==> src/verilog/dstp_pkg.sv <==
// package of constants for the dual slope pwm timer block
// assumes a 32-bit axi4-lite register bus and one 250 MHz clock
package dstp_pkg;

  // ---------------------------------------------------------------
  // register byte offsets
  // ---------------------------------------------------------------
  localparam logic [4:0] DSTP_OFF_CTRL = 5'h00;
  localparam logic [4:0] DSTP_OFF_CMP = 5'h04;
  localparam logic [4:0] DSTP_OFF_CMPA = 5'h08;
  localparam logic [4:0] DSTP_OFF_CNT = 5'h0c;
  localparam logic [4:0] DSTP_OFF_STAT = 5'h10;
  localparam logic [4:0] DSTP_OFF_CLR = 5'h14;
  localparam logic [4:0] DSTP_OFF_IEN = 5'h18;
  localparam logic [4:0] DSTP_OFF_OBS = 5'h1c;

  // ---------------------------------------------------------------
  // control register field positions
  // ---------------------------------------------------------------
  localparam int DSTP_CTRL_WGM_LSB = 0;
  localparam int DSTP_CTRL_OMODE_LSB = 4;
  localparam int DSTP_CTRL_CSEL_LSB = 8;
  localparam int DSTP_CTRL_PINDIR_BIT = 12;
  localparam int DSTP_CTRL_ASYNC_BIT = 13;

  // status, clear and enable layout
  localparam int DSTP_ST_OVF_BIT = 0;
  localparam int DSTP_ST_MATCH_BIT = 1;
  localparam int DSTP_ST_W = 2;

  // ---------------------------------------------------------------
  // mode codes and counter limits
  // ---------------------------------------------------------------
  localparam logic [2:0] DSTP_WGM_PC_FIXED = 3'h1;
  localparam logic [2:0] DSTP_WGM_PC_CMPA = 3'h5;
  localparam logic [1:0] DSTP_OMODE_NONINV = 2'h2;
  localparam logic [1:0] DSTP_OMODE_INV = 2'h3;
  localparam logic [7:0] DSTP_TOP_FIXED = 8'hff;
  localparam logic [7:0] DSTP_BOTTOM = 8'h00;
  localparam int DSTP_PERIOD_TICKS = 510;

  // prescaler: clock select 0 stops the timer, 1..7 pick a factor
  localparam logic [9:0] DSTP_DIV1 = 10'h000;
  localparam logic [9:0] DSTP_DIV8 = 10'h007;
  localparam logic [9:0] DSTP_DIV32 = 10'h01f;
  localparam logic [9:0] DSTP_DIV64 = 10'h03f;
  localparam logic [9:0] DSTP_DIV128 = 10'h07f;
  localparam logic [9:0] DSTP_DIV256 = 10'h0ff;
  localparam logic [9:0] DSTP_DIV1024 = 10'h3ff;

  // reset values and bus response codes
  localparam logic [31:0] DSTP_CTRL_RST = 32'h0000_0000;
  localparam logic [7:0] DSTP_CMP_RST = 8'h00;
  localparam logic [1:0] DSTP_RESP_OKAY = 2'h0;
  localparam logic [1:0] DSTP_RESP_SLVERR = 2'h2;

  // counting direction
  typedef enum logic {
    DSTP_DIR_UP = 1'b0,
    DSTP_DIR_DOWN = 1'b1
  } dstp_dir_t;

endpackage : dstp_pkg

==> src/verilog/dstp_timer_pwm.sv <==
// dual slope (phase correct) pwm timer with an axi4-lite register slave
// assumes aclk at 250 MHz, a synchronous active-low reset and an optional
// timer oscillator on tosc that is asynchronous to aclk
//
// Decided for this implementation: the AXI4-Lite interface to the registers and the register offsets.
`timescale 1ns/1ps

module dstp_timer_pwm (
  input wire logic aclk,
  input wire logic aresetn,
  input wire logic clk_en,
  input wire logic tosc,
  input wire logic [4:0] s_axi_awaddr,
  input wire logic s_axi_awvalid,
  output logic s_axi_awready,
  input wire logic [31:0] s_axi_wdata,
  input wire logic [3:0] s_axi_wstrb,
  input wire logic s_axi_wvalid,
  output logic s_axi_wready,
  output logic [1:0] s_axi_bresp,
  output logic s_axi_bvalid,
  input wire logic s_axi_bready,
  input wire logic [4:0] s_axi_araddr,
  input wire logic s_axi_arvalid,
  output logic s_axi_arready,
  output logic [31:0] s_axi_rdata,
  output logic [1:0] s_axi_rresp,
  output logic s_axi_rvalid,
  input wire logic s_axi_rready,
  output logic compare_output,
  output logic compare_output_oe,
  output logic irq
);

  // ---------------------------------------------------------------
  // declarations
  // ---------------------------------------------------------------
  logic aw_have_q, aw_have_d, w_have_q, w_have_d;
  logic [4:0] awaddr_q, awaddr_d;
  logic [31:0] wdata_q, wdata_d;
  logic [3:0] wstrb_q, wstrb_d;
  logic awready_q, awready_d, wready_q, wready_d;
  logic bvalid_q, bvalid_d, arready_q, arready_d, rvalid_q, rvalid_d;
  logic [1:0] bresp_q, bresp_d, rresp_q, rresp_d;
  logic [31:0] rdata_q, rdata_d;
  logic do_wr, ar_hs;
  logic [31:0] wmask;

  logic [31:0] ctrl_q, ctrl_d;
  logic [7:0] cmp_buf_q, cmp_buf_d, cmp_act_q, cmp_act_d;
  logic [7:0] cmpa_buf_q, cmpa_buf_d, cmpa_act_q, cmpa_act_d;
  logic [1:0] stat_q, stat_d, ien_q, ien_d;
  logic irq_q, irq_d;

  logic tosc_s1_q, tosc_s2_q, tosc_s3_q;
  logic [9:0] pre_q, pre_d;
  logic tick;
  logic [7:0] cnt_q, cnt_d;
  dstp_pkg::dstp_dir_t dir_q, dir_d;
  logic out_q, out_d, oe_q, oe_d;

  logic [2:0] wgm;
  logic [1:0] omode;
  logic [2:0] csel;
  logic pc_mode, pwm_on, src_en;
  logic [7:0] top;
  logic [9:0] div_m1;
  logic ovf_ev, match_ev, at_top;
  logic level;

  // control fields
  assign wgm = ctrl_q[dstp_pkg::DSTP_CTRL_WGM_LSB +: 3];
  assign omode = ctrl_q[dstp_pkg::DSTP_CTRL_OMODE_LSB +: 2];
  assign csel = ctrl_q[dstp_pkg::DSTP_CTRL_CSEL_LSB +: 3];
  assign pc_mode = (wgm == dstp_pkg::DSTP_WGM_PC_FIXED) || (wgm == dstp_pkg::DSTP_WGM_PC_CMPA);
  assign top = (wgm == dstp_pkg::DSTP_WGM_PC_CMPA) ? cmpa_act_q : dstp_pkg::DSTP_TOP_FIXED;
  assign pwm_on = (omode == dstp_pkg::DSTP_OMODE_NONINV) || (omode == dstp_pkg::DSTP_OMODE_INV);

  // ---------------------------------------------------------------
  // axi4-lite write and read channels
  // ---------------------------------------------------------------
  // byte lane mask from the write strobes
  genvar gi;
  generate
    for (gi = 0; gi < 4; gi++)
    begin : g_mask
      assign wmask[gi*8 +: 8] = {8{wstrb_q[gi]}};
    end
  endgenerate

  assign do_wr = aw_have_q && w_have_q && !bvalid_q;
  assign ar_hs = s_axi_arvalid && arready_q;

  // address and data are caught independently, the write fires when both are held
  always_comb
  begin
    aw_have_d = aw_have_q;
    w_have_d = w_have_q;
    awaddr_d = awaddr_q;
    wdata_d = wdata_q;
    wstrb_d = wstrb_q;
    bvalid_d = bvalid_q;
    bresp_d = bresp_q;
    if (s_axi_awvalid && awready_q)
    begin
      aw_have_d = 1'b1;
      awaddr_d = s_axi_awaddr;
    end
    if (s_axi_wvalid && wready_q)
    begin
      w_have_d = 1'b1;
      wdata_d = s_axi_wdata;
      wstrb_d = s_axi_wstrb;
    end
    if (do_wr)
    begin
      aw_have_d = 1'b0;
      w_have_d = 1'b0;
      bvalid_d = 1'b1;
      unique case (awaddr_q[4:2])
        3'h0, 3'h1, 3'h2, 3'h3, 3'h5, 3'h6: bresp_d = dstp_pkg::DSTP_RESP_OKAY;
        default: bresp_d = dstp_pkg::DSTP_RESP_SLVERR;
      endcase
      if (awaddr_q[1:0] != 2'h0)
        bresp_d = dstp_pkg::DSTP_RESP_SLVERR;
    end
    else if (bvalid_q && s_axi_bready)
      bvalid_d = 1'b0;
    awready_d = !aw_have_d && !bvalid_d;
    wready_d = !w_have_d && !bvalid_d;
  end

  // read data is sampled at the address handshake and answered one cycle later
  always_comb
  begin
    rvalid_d = rvalid_q;
    rdata_d = rdata_q;
    rresp_d = rresp_q;
    if (ar_hs)
    begin
      rvalid_d = 1'b1;
      rresp_d = dstp_pkg::DSTP_RESP_OKAY;
      rdata_d = 32'h0000_0000;
      unique case (s_axi_araddr)
        dstp_pkg::DSTP_OFF_CTRL: rdata_d = ctrl_q;
        dstp_pkg::DSTP_OFF_CMP: rdata_d = {24'h00_0000, cmp_buf_q};
        dstp_pkg::DSTP_OFF_CMPA: rdata_d = {24'h00_0000, cmpa_buf_q};
        dstp_pkg::DSTP_OFF_CNT: rdata_d = {24'h00_0000, cnt_q};
        dstp_pkg::DSTP_OFF_STAT: rdata_d = {30'h0000_0000, stat_q};
        dstp_pkg::DSTP_OFF_CLR: rdata_d = 32'h0000_0000; // write-only
        dstp_pkg::DSTP_OFF_IEN: rdata_d = {30'h0000_0000, ien_q};
        dstp_pkg::DSTP_OFF_OBS: rdata_d = {29'h0000_0000, dir_q, oe_q, out_q};
        default: rresp_d = dstp_pkg::DSTP_RESP_SLVERR;
      endcase
    end
    else if (rvalid_q && s_axi_rready)
      rvalid_d = 1'b0;
    arready_d = !rvalid_d;
  end

  // bus registers
  always_ff @(posedge aclk)
  begin
    if (!aresetn)
    begin
      aw_have_q <= 1'b0;
      w_have_q <= 1'b0;
      awaddr_q <= 5'h00;
      wdata_q <= 32'h0000_0000;
      wstrb_q <= 4'h0;
      awready_q <= 1'b0;
      wready_q <= 1'b0;
      bvalid_q <= 1'b0;
      bresp_q <= dstp_pkg::DSTP_RESP_OKAY;
      arready_q <= 1'b0;
      rvalid_q <= 1'b0;
      rdata_q <= 32'h0000_0000;
      rresp_q <= dstp_pkg::DSTP_RESP_OKAY;
    end
    else if (clk_en)
    begin
      aw_have_q <= aw_have_d;
      w_have_q <= w_have_d;
      awaddr_q <= awaddr_d;
      wdata_q <= wdata_d;
      wstrb_q <= wstrb_d;
      awready_q <= awready_d;
      wready_q <= wready_d;
      bvalid_q <= bvalid_d;
      bresp_q <= bresp_d;
      arready_q <= arready_d;
      rvalid_q <= rvalid_d;
      rdata_q <= rdata_d;
      rresp_q <= rresp_d;
    end
  end

  // ---------------------------------------------------------------
  // tick generation
  // ---------------------------------------------------------------
  // prescale factor minus one for each clock select code
  always_comb
  begin
    unique case (csel)
      3'h1: div_m1 = dstp_pkg::DSTP_DIV1;
      3'h2: div_m1 = dstp_pkg::DSTP_DIV8;
      3'h3: div_m1 = dstp_pkg::DSTP_DIV32;
      3'h4: div_m1 = dstp_pkg::DSTP_DIV64;
      3'h5: div_m1 = dstp_pkg::DSTP_DIV128;
      3'h6: div_m1 = dstp_pkg::DSTP_DIV256;
      3'h7: div_m1 = dstp_pkg::DSTP_DIV1024;
      default: div_m1 = dstp_pkg::DSTP_DIV1;
    endcase
  end

  // oscillator edge or every aclk cycle feeds the prescaler
  assign src_en = ctrl_q[dstp_pkg::DSTP_CTRL_ASYNC_BIT] ? (tosc_s2_q && !tosc_s3_q) : 1'b1;
  assign tick = pc_mode && (csel != 3'h0) && src_en && (pre_q == div_m1);

  // prescale counter restarts on each tick
  always_comb
  begin
    pre_d = pre_q;
    if (!pc_mode || csel == 3'h0)
      pre_d = 10'h000;
    else if (tick)
      pre_d = 10'h000;
    else if (src_en)
      pre_d = pre_q + 10'h001;
  end

  // oscillator synchroniser and prescaler registers
  always_ff @(posedge aclk)
  begin
    if (!aresetn)
    begin
      tosc_s1_q <= 1'b0;
      tosc_s2_q <= 1'b0;
      tosc_s3_q <= 1'b0;
      pre_q <= 10'h000;
    end
    else if (clk_en)
    begin
      tosc_s1_q <= tosc;
      tosc_s2_q <= tosc_s1_q;
      tosc_s3_q <= tosc_s2_q;
      pre_q <= pre_d;
    end
  end

  // ---------------------------------------------------------------
  // dual slope counter and compare output
  // ---------------------------------------------------------------
  // count up to top, then turn at once and count back to bottom, neither end held for a second tick unless top is bottom
  always_comb
  begin
    cnt_d = cnt_q;
    dir_d = dir_q;
    if (tick)
    begin
      unique case (dir_q)
        dstp_pkg::DSTP_DIR_UP:
        begin
          if (cnt_q >= top)
          begin
            dir_d = dstp_pkg::DSTP_DIR_DOWN;
            cnt_d = (top == dstp_pkg::DSTP_BOTTOM) ? cnt_q : cnt_q - 8'h01;
          end
          else
            cnt_d = cnt_q + 8'h01;
        end
        dstp_pkg::DSTP_DIR_DOWN:
        begin
          if (cnt_q == dstp_pkg::DSTP_BOTTOM)
          begin
            dir_d = dstp_pkg::DSTP_DIR_UP;
            cnt_d = (top == dstp_pkg::DSTP_BOTTOM) ? cnt_q : cnt_q + 8'h01;
          end
          else
            cnt_d = cnt_q - 8'h01;
        end
      endcase
    end
    if (do_wr && awaddr_q == dstp_pkg::DSTP_OFF_CNT && wstrb_q[0])
      cnt_d = wdata_q[7:0];
  end

  assign at_top = tick && (cnt_d == top) && (dir_q == dstp_pkg::DSTP_DIR_UP);
  assign ovf_ev = tick && (cnt_d == dstp_pkg::DSTP_BOTTOM) && (cnt_q != dstp_pkg::DSTP_BOTTOM);
  assign match_ev = tick && (cnt_d == cmp_act_q);

  // output level follows from the slope and the position against compare,
  // so a missed match or a change away from max still lands on the right level
  always_comb
  begin
    if (cnt_d == dstp_pkg::DSTP_BOTTOM || (dir_d == dstp_pkg::DSTP_DIR_UP && cnt_d != top))
      level = cnt_d < cmp_act_q;
    else
      level = cnt_d <= cmp_act_q;
    out_d = out_q;
    if (tick && pwm_on)
      out_d = level ^ (omode == dstp_pkg::DSTP_OMODE_INV);
    oe_d = ctrl_q[dstp_pkg::DSTP_CTRL_PINDIR_BIT] && pwm_on && pc_mode;
  end

  // counter and output registers
  always_ff @(posedge aclk)
  begin
    if (!aresetn)
    begin
      cnt_q <= dstp_pkg::DSTP_BOTTOM;
      dir_q <= dstp_pkg::DSTP_DIR_UP;
      out_q <= 1'b0;
      oe_q <= 1'b0;
    end
    else if (clk_en)
    begin
      cnt_q <= cnt_d;
      dir_q <= dir_d;
      out_q <= out_d;
      oe_q <= oe_d;
    end
  end

  // ---------------------------------------------------------------
  // software registers and interrupt
  // ---------------------------------------------------------------
  // register writes, compare double buffering and sticky flags
  always_comb
  begin
    ctrl_d = ctrl_q;
    cmp_buf_d = cmp_buf_q;
    cmpa_buf_d = cmpa_buf_q;
    ien_d = ien_q;
    stat_d = stat_q;
    if (do_wr)
    begin
      unique case (awaddr_q)
        dstp_pkg::DSTP_OFF_CTRL: ctrl_d = (ctrl_q & ~wmask) | (wdata_q & wmask);
        dstp_pkg::DSTP_OFF_CMP: cmp_buf_d = wstrb_q[0] ? wdata_q[7:0] : cmp_buf_q;
        dstp_pkg::DSTP_OFF_CMPA: cmpa_buf_d = wstrb_q[0] ? wdata_q[7:0] : cmpa_buf_q;
        dstp_pkg::DSTP_OFF_IEN: ien_d = wstrb_q[0] ? wdata_q[1:0] : ien_q;
        dstp_pkg::DSTP_OFF_CLR: stat_d = wstrb_q[0] ? (stat_q & ~wdata_q[1:0]) : stat_q;
        default: ;
      endcase
    end
    // events set after the clear so that a set in the same cycle wins
    if (ovf_ev)
      stat_d[dstp_pkg::DSTP_ST_OVF_BIT] = 1'b1;
    if (match_ev)
      stat_d[dstp_pkg::DSTP_ST_MATCH_BIT] = 1'b1;
    // active compare values load at top, or at once while no phase correct mode is selected
    cmp_act_d = cmp_act_q;
    cmpa_act_d = cmpa_act_q;
    if (at_top || !pc_mode)
    begin
      cmp_act_d = cmp_buf_q;
      cmpa_act_d = cmpa_buf_q;
    end
    irq_d = |(stat_d & ien_d);
  end

  // software register state
  always_ff @(posedge aclk)
  begin
    if (!aresetn)
    begin
      ctrl_q <= dstp_pkg::DSTP_CTRL_RST;
      cmp_buf_q <= dstp_pkg::DSTP_CMP_RST;
      cmp_act_q <= dstp_pkg::DSTP_CMP_RST;
      cmpa_buf_q <= dstp_pkg::DSTP_CMP_RST;
      cmpa_act_q <= dstp_pkg::DSTP_CMP_RST;
      stat_q <= 2'h0;
      ien_q <= 2'h0;
      irq_q <= 1'b0;
    end
    else if (clk_en)
    begin
      ctrl_q <= ctrl_d;
      cmp_buf_q <= cmp_buf_d;
      cmp_act_q <= cmp_act_d;
      cmpa_buf_q <= cmpa_buf_d;
      cmpa_act_q <= cmpa_act_d;
      stat_q <= stat_d;
      ien_q <= ien_d;
      irq_q <= irq_d;
    end
  end

  // outputs straight from flip-flops
  assign s_axi_awready = awready_q;
  assign s_axi_wready = wready_q;
  assign s_axi_bvalid = bvalid_q;
  assign s_axi_bresp = bresp_q;
  assign s_axi_arready = arready_q;
  assign s_axi_rvalid = rvalid_q;
  assign s_axi_rdata = rdata_q;
  assign s_axi_rresp = rresp_q;
  assign compare_output = out_q;
  assign compare_output_oe = oe_q;
  assign irq = irq_q;

endmodule : dstp_timer_pwm

==> config.mk <==
export PLATFORM = sky130hd
export DESIGN_NAME = dstp_timer_pwm
export DESIGN_NICKNAME = d
export VERILOG_FILES = /design/src/verilog/dstp_pkg.sv /design/src/verilog/dstp_timer_pwm.sv
export SDC_FILE = /design/constraint.sdc
export NUM_CORES = 1
export LEC_CHECK = 0
export BUFFER_PORTS_ARGS = -buffer_cell sky130_fd_sc_hd__buf_2
export CORE_MARGIN = 5
export CORE_UTILIZATION = 55
export CTS_BUF_LIST = sky130_fd_sc_hd__clkbuf_8
export CTS_CLUSTER_DIAMETER = 150
export DETAILED_ROUTE_END_ITERATION = 6
export HOLD_SLACK_MARGIN = 0.05
export PLACE_DENSITY = 0.71
export SETUP_SLACK_MARGIN = 0.05
export SLEW_MARGIN = 30
export SYNTH_ARGS = -nofsm -noshare
export SYNTH_HDL_FRONTEND = slang
export SYNTH_SLANG_ARGS = --single-unit
==> constraint.sdc <==
create_clock -name aclk -period 5.5 [get_ports aclk]
set_input_delay 1.65 -clock aclk [delete_from_list [all_inputs] [get_ports aclk]]
set_output_delay 1.65 -clock aclk [all_outputs]
set_load 0.02 [all_outputs]
==> reports/metrics.yaml <==
power:
  ir_drop_v: 0.0002015
  p_leak_uw: 0.004219
  powerDensity_mw_per_mm2: 230.5
sta:
  maxSlewViolCount: 0
  worstMarginPinSlew_ns: 0.8327
  finalCritPeriodShare_pct: 94.35
  setup_viol: 0
  whs_ns: 0.4672
  clock.fmax_mhz: 192.7
  grt_setup_unrepaired: "no"
  maxSlewHeadroom_pct: 44.49
  fin_worst_skew_ns: 0.02561
  hold_viol_final: 0
  period_minus_slack_ns: 5.189
  fin_tns_setup_ns: 0
yosys:
  synth_top_cells_by_area: "dfxtp_1 (38%), mux2i_1 (9.4%), nor2b_1 (6.9%)"
  yosysSeqAreaShare_pct: 37.88
  ys_warn_count: 0
  synthCells: 1045
  async_flop_share_pct: 0
  synth_top_area_share_pct: 37.88
  synth_area_mm2: 0.009249
  synth-seq-cells: 175
  yosysMostFrequentCell: "dfxtp_1"
  synth_edf_count: 0
  yosysTopAreaCell: "dfxtp_1"
  syn_area_per_cell_um2: 8.851
  synth_flop_cell: "dfxtp_1"
  synth_commonest_cells: "dfxtp_1 (175), nand2_1 (150), nor2b_1 (102)"
  yosysUniqueCellTypes: 79
grt:
  grt_max_degree: 101
  antenna_found_initial: 0
  grt_pass1_wl_mm: 39.27
  gr-usage-all-layers_pct: 24.71
  overflow: 0
  grt_pass1_vias: 7332
clocking:
  cts_inserted_buffers: 17
  cts.sinks: 175
  cts_buffer_depth: 2
  cts_hold_buf: 0
  ctsHtreeMaxLevel: 4
  cts.clk_slew.worst_paths_ns: 0.11
  clk_latency_ns: 0.47
  cts_setup_buffers: 0
  cts_resized: 0
  cts_root_buf: "clkbuf_8"
  cts_tree: "yes"
die:
  die_h_um: 139.7
  start_util_pct: 55.97
  core_region_area_mm2: 0.01652
  die_area_mm2: 0.01951
  ios: 99
  rows: 47
  fp.dieW_um: 139.7
layout:
  area_growth_syn_to_layout_pct: 11.48
  stdcell_count: 1348
  design_area_mm2: 0.01031
  drive_gt1_share_pct: 16.49
  multi_input_area_mm2: 0.005344
  seqCellArea_mm2: 0.003503
  fillers: 1468
  diodes: 0
  nets: 1189
routing:
  drtIter0Drc: 710
  routed_wl_mm: 24.83
  wl_per_cell_um: 18.42
  drc_errors: 0
  via_count: 7924
  ant_nets: 0
  routed_via_density: 5.878
  drtPass1Iterations: 5
place:
  dp.cells: 1316
  place_hpwl_mm: 17.66
  placed_area_mm2: 0.009892
  gp_congestion: 1.003
  io_buffers: 96
run:
  maxCapViolations: 0
hold_path:
  hp-class: "reg2reg"
  holdPathStages: 2
worst_setup_path:
  path_class: "reg2reg"
  end_kind: "flip-flop"
  startpoint_type: "flip-flop"
  crit_path_max_fanout: 11
  critPathRequiredTime_ns: 5.88
  cp.arrival_ns: 5.56
  worstRegToRegCells: 19
status:
  status: "finished, final reports clean"
cell type report:
cell class / count / share of cell area, %
multi-input cells: 773 / 51.83
repair buffers: 121 / 6.504
clock buffers: 18 / 2.403
clock inverters: 14 / 1.638
inverters: 27 / 0.9829
well taps: 220 / 2.670
flip-flops and latches: 175 / 33.98
critical path: stages (launching register included):
cell      delay [ns]
dfxtp_1         0.45
nor4bb_1        0.63
ha_1            0.36
a211o_1         0.31
a221oi_1        0.49
o41ai_4         0.29
a31oi_1         0.34
mux2_2          0.39
a31oi_1         0.28
ha_1            0.32
nand3_1         0.12
o22ai_1         0.09
o21a_1          0.17
o21a_1          0.16
o21ai_0         0.16
nand2b_1        0.08
a21oi_1         0.20
nor3_1          0.08
mux2i_1         0.13
nand2_1         0.06
logic make-up after synthesis:
group | Yosys count | synth area share [%]
buffers and inverters | 98 | 4.559
multiplexers | 102 | 12.22
adder cells (fa/ha/maj) | 19 | 2.570
flip-flops | 175 | 37.88
AND/OR/NAND/NOR | 418 | 23.66
other | 1 | 0.04055
XOR/XNOR | 23 | 2.178
AO/OA/AOI/OAI | 209 | 16.90
placed cells by master, fill, tap and decap left out, types with 12 or more instances in the layout:
master	instances
ha_1	19
mux2i_1	87
buf_4	26
xnor2_1	16
nand2_1	150
a22oi_1	36
nand3_1	26
a211oi_1	12
buf_2	95
nor2b_1	102
dfxtp_1	175
a21boi_0	43
o21ai_0	21
clkbuf_8	18
nor3_1	19
inv_1	26
a21oi_1	20
nor2_1	40
report_power, final:
group	switching (uW)	internal [uW]	leakage [uW]
combinational	92.2	67.5	0.00259
clock	526	397	0.000212
sequential	14.1	1280	0.00141
total	632	1740	0.00422
path summary, 6_finish.rpt:
check | slack [ns] | endpoint | from
worst min register to register | 0.47 | wdata_q[14] | wdata_q[14]
worst max-delay path | 0.31 | compare_output | flip-flop
worst min-delay path | 0.47 | wdata_q[14] | wdata_q[14]
worst max register to register | 0.31 | compare_output | flip-flop
metrics by stage:
stage | power (uW) | utilization (%) | setup slack, ns
global route | 2471 | 62.40 | 0.08658
finish | 2377 | 62.40 | 0.3109
floorplan | 1424 | - | 1.146
CTS | 2396 | 62.38 | 0.4475
global placement | 1480 | 59.78 | 0.5565
detailed placement | 1481 | 59.86 | 0.4336
per-layer routing:
layer	vias up	routed length, um	GRT usage, %
li1	3855	-	-
met1	3739	11370	34.96
met2	285	11380	38.37
met3	45	1600	5.249
met4	0	478	6.884
met5	-	0	0
No activity file was read; power rests on OpenSTA's default activity.
